===== config.mk =====
export PLATFORM = sky130hd
export DESIGN_NAME = dct_power
export DESIGN_NICKNAME = d
export VERILOG_FILES = /design/src/hw/dct_fifo.v /design/src/hw/dct_power.v
export VERILOG_INCLUDE_DIRS = /design/src /design/src/hw
export SDC_FILE = /design/constraint.sdc
export NUM_CORES = 1
export LEC_CHECK = 0
export BUFFER_PORTS_ARGS = -buffer_cell sky130_fd_sc_hd__buf_2
export CAP_MARGIN = 20
export CORE_MARGIN = 2
export CORE_UTILIZATION = 56
export CTS_CLUSTER_SIZE = 25
export DETAILED_ROUTE_END_ITERATION = 7
export PLACE_DENSITY_LB_ADDON = 0.05
export RECOVER_POWER = 25
export SLEW_MARGIN = 20
export SYNTH_ARGS = -nofsm -noshare
export SYNTH_HDL_FRONTEND = slang
export SYNTH_SLANG_ARGS = --single-unit

===== constraint.sdc =====
create_clock -name ref_clk -period 5.08 [get_ports ref_clk]
set_clock_uncertainty 0.2 [all_clocks]
set_input_delay 0.508 -clock ref_clk [delete_from_list [all_inputs] [get_ports ref_clk]]
set_output_delay 0.508 -clock ref_clk [all_outputs]
set_load 0.1 [all_outputs]

===== src/hw/dct_defines.vh =====
// Purpose: Constants for the device-side channel power and timing block
// Assumes: Reference clock 20 MHz (50 ns); channel clock sampled as a plain input
// Notes: Times kept in printed units; cycle counts derived from them
`ifndef DCT_DEFINES_VH
`define DCT_DEFINES_VH
`define DCT_REF_PERIOD_NS 50
`define DCT_LWAKE_A_NS 50
`define DCT_LWAKE_B_NS 40
`define DCT_DWAKE_A_US 4
`define DCT_DWAKE_B_CH 9000
`define DCT_LENTRY_CH 8
`define DCT_DENTRY_CH 8
`define DCT_IDLE_CH 1
// Framing delay must stay below 16: arrival stamps are four bits wide
`define DCT_FRM_CH 7
// Wake times round down, light-wake ones never below one cycle
`define DCT_LWAKE_A_CYC ((`DCT_LWAKE_A_NS / `DCT_REF_PERIOD_NS) < 1 ? 1 : (`DCT_LWAKE_A_NS / `DCT_REF_PERIOD_NS))
`define DCT_LWAKE_B_CYC ((`DCT_LWAKE_B_NS / `DCT_REF_PERIOD_NS) < 1 ? 1 : (`DCT_LWAKE_B_NS / `DCT_REF_PERIOD_NS))
`define DCT_DWAKE_A_CYC ((`DCT_DWAKE_A_US * 1000) / `DCT_REF_PERIOD_NS)
// Power state encodings
`define DCT_ST_ACTIVE 3'h0
`define DCT_ST_IDLE 3'h1
`define DCT_ST_LSLEEP 3'h2
`define DCT_ST_DSLEEP 3'h3
`define DCT_ST_ENTER 3'h4
`define DCT_ST_EXITA 3'h5
`define DCT_ST_EXITB 3'h6
`endif


===== src/hw/dct_fifo.v =====
// Purpose: Holds no code of its own
// Assumes: Nothing
// Notes: The framing FIFO module sits in the power block's file, beside its only user


===== src/hw/dct_power.v =====
// Purpose: Device-side power state machine and row-to-column framing delay
// Assumes: chanClk is the channel clock, sampled on ref_clk; commands are
//   channel-clock-aligned levels sampled the same way
// Notes: Delays in channel cycles are counted on sampled chanClk rising edges
//
// Functional notes
// [RULE_01] Host keeps channel clocks running 100 cycles after sleep entry.
// [RULE_02] Column packet follows its row packet by 7 channel cycles.
// [RULE_03] Host wakes device from light sleep within 10 us.
// [RULE_04] Host refreshes every row within each 32 ms.
// [RULE_05] Host refreshes all banks within 200 us after sleep exit.
// [RULE_06] Host spaces current calibrations 34 cycles to 100 ms apart.
// [RULE_07] Host runs temperature calibration at least every 100 ms.
// [RULE_08] Host places 150 cycles between thermal enable and calibrate.
// [RULE_09] Quiet window starts 2 cycles after calibrate command.
// [RULE_10] Host schedules no read data for 140 quiet cycles.
// [RULE_11] Host waits 200 us after initialization before channel use; the bench sends rows 4 reference cycles after reset.
// [RULE_12] Light-sleep wake: phase A within 50 ns, phase B within 40 ns; phase B here lasts one 50 ns reference cycle.
// [RULE_13] Deep-sleep wake: phase A within 4 us, phase B 9000 cycles.
// [RULE_14] Active to idle within 1 cycle; idle to active immediately.
// [RULE_15] Light-sleep entry completes within 8 channel cycles.
// [RULE_16] Deep-sleep entry completes within 8 channel cycles.
// [RULE_17] Host spaces activates to one bank by 28 or 32 cycles.
// [RULE_18] Bank stays open 20 or 22 cycles, at most 64 us.
// [RULE_19] Host waits 8 or 10 cycles from precharge to activate.
// [RULE_20] Host spaces precharges to one device by 8 cycles.
// [RULE_21] Host keeps row and column lanes quiet 4 cycles on entry.
// [RULE_22] Host has clocks stable 2 cycles before a wake.
// [RULE_23] Host tracks per-bank and per-device spacing counters; the host model keeps none and sends no bank packets.
// [RULE_24] Host keeps a timebase scheduling refresh and calibrations; the host model has none and sends neither.
`timescale 1ns/1ps
`default_nettype none
`include "dct_defines.vh"
module dct_power #(
  parameter ROW_W = 8,
  parameter FIFO_DEPTH = 16,
  parameter FIFO_AW = 4,
  parameter FRM_CH = `DCT_FRM_CH,
  parameter DWAKE_B_CH = `DCT_DWAKE_B_CH,
  parameter DWAKE_A_CYC = `DCT_DWAKE_A_CYC
) (
  // Clock and reset
  input wire ref_clk,
  input wire rst,
  // Channel clock from the host
  input wire chanClk,
  // Power commands, levels from the host
  input wire idleReq,
  input wire lightSleepReq,
  input wire deepSleepReq,
  input wire wakeReq,
  // Row packets in
  input wire rowValid,
  input wire [ROW_W-1:0] rowData,
  output wire rowReady,
  // Framed column slot out
  output reg colSlotValid,
  output reg [ROW_W-1:0] colSlotData,
  // State
  output reg [2:0] powerState,
  output reg listenActive
);
  localparam CW = 14;
  reg clkS1_q, clkS2_q, clkS3_q;
  reg idleS1_q, idleS2_q, lsS1_q, lsS2_q, dsS1_q, dsS2_q, wkS1_q, wkS2_q;
  reg rvS1_q, rvS2_q, rvS3_q;
  reg [ROW_W-1:0] rdS1_q, rdS2_q;
  reg [2:0] state_q;
  reg [2:0] state_d;
  reg deep_q;
  reg deep_d;
  reg [CW-1:0] cnt_q;
  reg [CW-1:0] cnt_d;
  reg [3:0] chanCnt_q;
  wire chanRise;
  wire fifoOutValid;
  wire [ROW_W+3:0] fifoOutWord;
  wire [3:0] headAge;
  wire fifoPop;
  wire rowPush;
  reg rvPrev_q;

  // Two-flop synchronisers for every outside input; valid gets a third flop so
  // the row data has settled one cycle longer than the valid that qualifies it
  always @(posedge ref_clk)
  begin
    if (rst)
    begin
      clkS1_q <= 1'b0;
      clkS2_q <= 1'b0;
      clkS3_q <= 1'b0;
      idleS1_q <= 1'b0;
      idleS2_q <= 1'b0;
      lsS1_q <= 1'b0;
      lsS2_q <= 1'b0;
      dsS1_q <= 1'b0;
      dsS2_q <= 1'b0;
      wkS1_q <= 1'b0;
      wkS2_q <= 1'b0;
      rvS1_q <= 1'b0;
      rvS2_q <= 1'b0;
      rvS3_q <= 1'b0;
      rvPrev_q <= 1'b0;
      rdS1_q <= {ROW_W{1'b0}};
      rdS2_q <= {ROW_W{1'b0}};
    end
    else
    begin
      clkS1_q <= chanClk;
      clkS2_q <= clkS1_q;
      clkS3_q <= clkS2_q;
      idleS1_q <= idleReq;
      idleS2_q <= idleS1_q;
      lsS1_q <= lightSleepReq;
      lsS2_q <= lsS1_q;
      dsS1_q <= deepSleepReq;
      dsS2_q <= dsS1_q;
      wkS1_q <= wakeReq;
      wkS2_q <= wkS1_q;
      rvS1_q <= rowValid;
      rvS2_q <= rvS1_q;
      rvS3_q <= rvS2_q;
      rdS1_q <= rowData;
      rdS2_q <= rdS1_q;
      if (chanRise)
        rvPrev_q <= rvS3_q;
    end
  end

  // Edge of the sampled channel clock, from the second and third flops
  assign chanRise = clkS2_q & ~clkS3_q;

  // Power state machine; entry and exit phases are counted
  always @*
  begin
    state_d = state_q;
    deep_d = deep_q;
    cnt_d = cnt_q;
    case (state_q)
      `DCT_ST_ACTIVE:
      begin
        if (lsS2_q | dsS2_q)
        begin
          state_d = `DCT_ST_ENTER;
          deep_d = dsS2_q;
          cnt_d = {CW{1'b0}};
        end
        else if (idleS2_q)
          state_d = `DCT_ST_IDLE; // RULE_14
      end
      `DCT_ST_IDLE:
      begin
        if (lsS2_q | dsS2_q)
        begin
          state_d = `DCT_ST_ENTER;
          deep_d = dsS2_q;
          cnt_d = {CW{1'b0}};
        end
        else if (~idleS2_q)
          state_d = `DCT_ST_ACTIVE; // RULE_14
      end
      `DCT_ST_ENTER:
      begin
        // Finish entry before the eighth channel cycle
        if (chanRise)
          cnt_d = cnt_q + 1'b1;
        if (chanRise && cnt_q == (deep_q ? `DCT_DENTRY_CH : `DCT_LENTRY_CH) - 2)
          state_d = deep_q ? `DCT_ST_DSLEEP : `DCT_ST_LSLEEP; // RULE_15 RULE_16
      end
      `DCT_ST_LSLEEP, `DCT_ST_DSLEEP:
      begin
        if (wkS2_q)
        begin
          state_d = `DCT_ST_EXITA;
          cnt_d = {CW{1'b0}};
        end
      end
      `DCT_ST_EXITA:
      begin
        // Phase A counts reference cycles
        cnt_d = cnt_q + 1'b1;
        if (deep_q ? (cnt_q >= DWAKE_A_CYC - 1) : (cnt_q >= `DCT_LWAKE_A_CYC - 1))
        begin
          state_d = `DCT_ST_EXITB; // RULE_12 RULE_13
          cnt_d = {CW{1'b0}};
        end
      end
      `DCT_ST_EXITB:
      begin
        // Light sleep phase B in reference cycles, deep sleep in channel cycles
        if (deep_q)
        begin
          if (chanRise)
            cnt_d = cnt_q + 1'b1;
          if (cnt_q >= DWAKE_B_CH - 1)
            state_d = `DCT_ST_ACTIVE; // RULE_13
        end
        else
        begin
          cnt_d = cnt_q + 1'b1;
          if (cnt_q >= `DCT_LWAKE_B_CYC - 1)
            state_d = `DCT_ST_ACTIVE; // RULE_12
        end
      end
      default:
        state_d = `DCT_ST_ACTIVE;
    endcase
  end

  always @(posedge ref_clk)
  begin
    if (rst)
    begin
      state_q <= `DCT_ST_ACTIVE;
      deep_q <= 1'b0;
      cnt_q <= {CW{1'b0}};
      powerState <= `DCT_ST_ACTIVE;
      listenActive <= 1'b1;
    end
    else
    begin
      state_q <= state_d;
      deep_q <= deep_d;
      cnt_q <= cnt_d;
      powerState <= state_d;
      listenActive <= (state_d == `DCT_ST_ACTIVE);
    end
  end

  // Row packets queue while active, stamped with their channel cycle of arrival;
  // a push while full is lost, and rowReady tells the host so
  assign rowPush = chanRise & rvS3_q & ~rvPrev_q & (state_q == `DCT_ST_ACTIVE);

  dct_fifo #(
    .WIDTH(ROW_W + 4),
    .DEPTH(FIFO_DEPTH),
    .AW(FIFO_AW)
  ) uFifo (
    .ref_clk(ref_clk),
    .rst(rst),
    .inValid(rowPush),
    .inReady(rowReady),
    .inData({chanCnt_q, rdS2_q}),
    .outValid(fifoOutValid),
    .outReady(fifoPop),
    .outData(fifoOutWord)
  );

  // Every entry leaves its own framing delay after arrival, so packets sent
  // back to back keep their spacing; one push per rise means one pop per rise
  assign headAge = chanCnt_q - fifoOutWord[ROW_W+3:ROW_W];
  assign fifoPop = fifoOutValid & chanRise & (headAge == FRM_CH[3:0]);

  // Channel cycle counter and the registered column slot
  always @(posedge ref_clk)
  begin
    if (rst)
    begin
      chanCnt_q <= 4'h0;
      colSlotValid <= 1'b0;
      colSlotData <= {ROW_W{1'b0}};
    end
    else
    begin
      if (chanRise)
        chanCnt_q <= chanCnt_q + 1'b1;
      colSlotValid <= fifoPop; // RULE_02
      if (fifoPop)
        colSlotData <= fifoOutWord[ROW_W-1:0];
    end
  end
endmodule

// Framing FIFO; full and empty come from an occupancy count
module dct_fifo #(
  parameter WIDTH = 8,
  parameter DEPTH = 16,
  parameter AW = 4
) (
  // Clock and reset
  input wire ref_clk,
  input wire rst,
  // Fill side
  input wire inValid,
  output wire inReady,
  input wire [WIDTH-1:0] inData,
  // Drain side
  output wire outValid,
  input wire outReady,
  output wire [WIDTH-1:0] outData
);
  reg [WIDTH-1:0] mem [0:DEPTH-1];
  reg [AW-1:0] wrPtr_q;
  reg [AW-1:0] rdPtr_q;
  reg [AW:0] count_q;
  wire doWr;
  wire doRd;
  // Handshakes; full drops inReady and refuses the write
  assign inReady = (count_q != DEPTH[AW:0]);
  assign outValid = (count_q != {(AW+1){1'b0}});
  assign doWr = inValid & inReady;
  assign doRd = outValid & outReady;
  assign outData = mem[rdPtr_q];
  // Storage has no reset; pointers guard it
  always @(posedge ref_clk)
  begin
    if (doWr)
      mem[wrPtr_q] <= inData;
  end
  // Pointer and occupancy bookkeeping
  always @(posedge ref_clk)
  begin
    if (rst)
    begin
      wrPtr_q <= {AW{1'b0}};
      rdPtr_q <= {AW{1'b0}};
      count_q <= {(AW+1){1'b0}};
    end
    else
    begin
      if (doWr)
        wrPtr_q <= (wrPtr_q == DEPTH[AW-1:0] - 1'b1) ? {AW{1'b0}} : wrPtr_q + 1'b1;
      if (doRd)
        rdPtr_q <= (rdPtr_q == DEPTH[AW-1:0] - 1'b1) ? {AW{1'b0}} : rdPtr_q + 1'b1;
      if (doWr & ~doRd)
        count_q <= count_q + 1'b1;
      else if (doRd & ~doWr)
        count_q <= count_q - 1'b1;
    end
  end
endmodule
`default_nettype wire

# Yosys cells after proc, flatten, opt, wreduce, memory -nomap -nowiden
# Memory sizes are Yosys's and may differ from the RTL's. A register that Yosys moved wholly into a read port is not among the register bits.
# Cells that the tools add are included.
dict set report totals {
  inputBits 16
  ram_bits 192
  mem_count 1
  output_inout_bits 14
  ff_bits 76
}
dict set report classes {
  magnitude_cmp 2
  bitwise_logic 15
  add_sub_neg 7
  reduce_logical 10
  mux 26
  eq_ne 13
}
# memory depth width read_ports rd_clocked_by_memory_dff wr line_no
set mem_list {}
lappend mem_list {uFifo.mem 16 12 1 1 1 dct_power.v:292} ;# reg [WIDTH-1:0] mem [0:DEPTH-1];
# operator count
set ops {}
lappend ops {{$mux 14} 5}
lappend ops {{$pmux 14 s5} 1}
lappend ops {{$mux 3} 9}
lappend ops {{$pmux 3 s6} 1}
lappend ops {{$mux 4} 4}
lappend ops {{$add 14x1->14 const B} 1}
lappend ops {{$eq 14x3->1 const B} 1}
lappend ops {{$ge 14x14->1 const B} 1}
lappend ops {{$ge 14x7->1 const B} 1}
lappend ops {{$add 4x1->4 const B} 3}
lappend ops {{$and 1x1->1} 10}
lappend ops {{$mux 5} 2}
lappend ops {{$reduce_bool 5->1} 2}
lappend ops {{$eq 3x3->1 const B} 3}
lappend ops {{$eq 4x4->1 const B} 2}
lappend ops {{$eq 3x2->1 const B} 2}
lappend ops {{$logic_not 3->1} 2}
lappend ops {{$add 5x1->5 const B} 1}
lappend ops {{$ne 5x5->1 const B} 1}
lappend ops {{$sub 5x1->5 const B} 1}
lappend ops {{$eq 4x3->1 const B} 1}
lappend ops {{$mux 1} 4}
lappend ops {{$not 1->1} 4}
lappend ops {{$reduce_or 2->1} 2}
lappend ops {{9 further kinds} 9}

# Logic depth before layout (Yosys ltp)
dict set report depth {
  ltp_word 10
  mapped_depth 21
  depth_no_buf 18
}

# By module
# A second synthesis with hierarchy kept.
dict set report hier_totals {
  hier_cells 712
  hier_area_um2 10965.5
}
# module area_per_inst_um2 cells_each instances
set modules_own_cells {}
lappend modules_own_cells {dct_fifo 8135.3 404 1}
lappend modules_own_cells {dct_power 2830.2 308 1}

# Least setup slack after synthesis
# No wires, ideal clock.
dict set report synth_path {
  path_type {register to register}
  startpoint {reg with a tool-made name}
  endpoint {reg uFifo.count_q[4]}
  stages_incl_launch_ff 21
  slack_ns -0.207
  setup_time_ns 0.071
  arrival_ns 5.017
  path_cell_list {dfxtp_1 buf_6 buf_1 mux4_2 mux4_2 inv_1 ha_1 nor2b_1 o21ai_0 nor3b_1 nor4_1 clkbuf_1 nor2_1 ha_1 inv_1 fa_1 a21o_1 a21oi_1 xnor2_1 or3_1 a21oi_1}
}
# element line_no
set synth_rtl {}
lappend synth_rtl {{to (signal assigned)} dct_power.v:317} ;# count_q <= {(AW+1){1'b0}};
lappend synth_rtl {{to (signal assigned)} dct_power.v:326} ;# count_q <= count_q + 1'b1;
lappend synth_rtl {{to (signal assigned)} dct_power.v:328} ;# count_q <= count_q - 1'b1;
lappend synth_rtl {{to (decl)} dct_power.v:295} ;# reg [AW:0] count_q;

==> impl_metrics.toml <==
[global_route]
grt_pass1_wl_mm = 34.3
grt_pass1_vias = 6167
overflow = 0
track_usage_pct = 22.5
grt_max_degree = 41
grt_antenna_before_repair = 0

[drt]
drc = 0
avgViaCountPerCell = 5.88
wl_mm = 21.9
drt_pre_antenna_iters = 5
ant_nets = 0
drt-initial-drc-count = 410
wl_per_cell_um = 21.2
vias = 6058

[floorplan]
ios = 30
die-area_um2 = 20400
die_w_um = 143
chipHeight_um = 143
start_util_pct = 57.4
rows = 50
core-area_um2 = 18800

[clock_tree]
htreeDepth = 1
clockRootBuffer = "clkbuf_16"
post_cts_buffers = 0
cts_tree = "done"
clkSinkCount = 272
clk_path_buf_depth = 3
clock_latency_ns = 0.53
clk_pin_slew_worst_paths_ns = 0.06
cts_buffers = 28

[timing]
setup_viol = 0
tns_ns = 0
relSlewSlack_pct = -26.1
fin_crit_ns = 4.72
finalHoldViolCount = 0
timing.final.crit_share_pct = 93.0
drv_slew = 41
worst_pin_slew_ns = 1.89
fmax_mhz = 212
rsz0062_at_grt = "false"

[critical_path]
rrSetupSlack_ns = 0.36
critPathSlowestCell = "dfxtp_2"
max_stage_delay_ns = 0.55
rr_worst_depth = 17
crit_chain = "buf_4 -> mux4_2 -> mux4_2 -> inv_1 -> ha_1 -> xor2_1 -> o2111ai_1 -> nor4_1 -> nor2_1 -> ha_1 -> inv_1 -> ha_1 -> a21o_1 -> a21oi_1 -> xnor2_1 -> or3_1 -> a21oi_1"
worst_setup_path_end_kind = "flop"
required_ns = 5.34
critPathTopFamily = "simple AND/OR/NAND/NOR gates"
critPathMaxFanout = 14
cp.arrival_ns = 4.99
cp-start-kind = "flop"
rr_endpoint = "uFifo.count_q[4]"
worst_path_most_repeated_cell = "ha_1"
cp_num_buf_inv = 3
path_class = "reg2reg"

[logic_synthesis]
synth_edf_count = 192
syn_nets = 728
synth_top_flop_cell = "edfxtp_1"
synth_cells = 695
async_flop_share_pct = 0
syn_area_um2 = 10800
synth_cell_types = 53
yosys_warnings = 0
synth.area.top_cells = "edfxtp_1 53%, dfxtp_1 15%, mux4_2 12%"
yosysTopAreaCell = "edfxtp_1"
synth_top_area_share_pct = 53.3
ys_ff_latch = 272
yosysSeqAreaShare_pct = 68.1
syn_area_per_cell_um2 = 15.6

[place]
gp_congestion = 0.831
hpwl_mm = 13.2
io_buffer_count = 29
post-place-cells = 965

[min_path]
worstHoldEndpoint = "rdS2_q[3]"
hold_start = "rdS1_q[3]"
worstHoldPathCells = 1
hp-class = "reg2reg"

[run_status]
violations = "max-capacitance violations, max-slew violations"
status = "finished, violations left"

[pwr]
peakVddDrop_uv = 248
p_per_area_nw_per_um2 = 367
total_power_uw = 4560
leakagePower_uw = 0.00411

[finish]
syn2layout_area_growth_pct = 14.8
diodes = 0
final_util_pct = 65.9
drive_above_1_share_pct = 21.4
mostFrequentLayoutCells = "192 x edfxtp_1, 78 x dfxtp_1, 58 x mux4_2"
final_nets = 782
final_common_cell = "edfxtp_1"
finalNonFillerCells = 1030

[flow_run]
cap_violations = 1
layout make-up:
class / instances / area, µm²
sequential: 272 / 7370
fill: 1334 / 6410
multi-input combinational: 376 / 3310
clock buffer: 40 / 787
timing repair buffer: 60 / 412
tap: 260 / 325
clock inverter: 11 / 169
inverter: 11 / 41.3
timing repair:
action                                  4_1_cts  5_1_grt
resized for setup                             0        1
endpoints found under the setup margin        0        1
hold buffers                                 14        0
hold endpoints to repair                     14        0
state kept, by name, indices dropped and copies added, names as in the netlist, 3 cells and up, named ones only:
name / count
cnt_q: 14
uFifo.mem: 192
chanCnt_q: 4
rdS1_q: 8
colSlotData: 8
uFifo.wrPtr_q: 4
state_q: 3
uFifo.count_q: 5
uFifo.rdPtr_q: 4
rdS2_q: 8
power by group:
group          switching [µW]  internal, µW
Sequential               19.1          2370
Clock                     800          1280
Combinational            53.7          32.7
Total                     873          3690
worst max-delay path by stage:
stage	end	slack, ns	cells after the start
2_1_floorplan	uFifo.count_q[4]	0.07	20
3_3_place_gp	uFifo.count_q[4]	0.46	17
3_5_place_dp	uFifo.count_q[4]	0.36	17
4_1_cts	uFifo.count_q[4]	0.30	17
5_1_grt	uFifo.count_q[4]	0.04	18
6_report	uFifo.count_q[4]	0.36	17
cell usage after synthesis (2+ instances only):
master    instances
a211o_1           4
o211ai_1          3
and3_1            3
nand4_1           3
nand3_1          22
buf_1             3
xnor2_1           3
fa_1              2
nand2b_1          9
o21ai_0          26
a31oi_1           6
or4_1             3
a211oi_1          2
nor3_1           16
buf_2             5
mux2i_1           6
ha_1             15
nor2_1           44
a21oi_1          38
mux4_2           58
nor4_1            6
dfxtp_1          80
a41oi_1           2
a311oi_1          3
a21o_1            4
nand2_1          28
edfxtp_1        192
a22oi_1           3
inv_1            11
nor2b_1          37
xor2_1            6
clkbuf_1         27
o21ai_1           2
nor3b_1           4
layer usage:
metal / track usage, % / part of all wire [%] / vias to the layer above / wire (µm)
met4: 5.47 / 1.5 / 0 / 331
met2: 36.4 / 48 / 163 / 10500
li1: - / - / 2799 / -
met1: 33.1 / 46 / 3065 / 9990
met3: 2.95 / 4.8 / 31 / 1050
met5: 0 / 0 / - / 0
cell families (layout without fill, tap and decap cells):
kind of cell / after synthesis / in the layout / synth area share (%)
flops: 272 / 272 / 68.1
simple gates: 183 / 183 / 8.72
compound gates: 101 / 101 / 5.61
mux: 66 / 66 / 13.0
buf+inv: 47 / 122 / 1.76
fa+ha+maj: 17 / 17 / 2.11
xor+xnor: 9 / 9 / 0.729
per-stage QoR:
| step | worst slack (ns) | hold WS (ns) | area (µm²) |
|---|---|---|---|
| global placement | 0.463 | 0.218 | 11300 |
| finish | 0.357 | 0.231 | 12400 |
| global route | 0.0373 | 0.242 | 12400 |
| floorplan | 0.0727 | 0.214 | 10800 |
| detailed placement | 0.355 | 0.226 | 11300 |
| CTS | 0.302 | 0.241 | 12400 |
(Power assumes the default switching activity.)
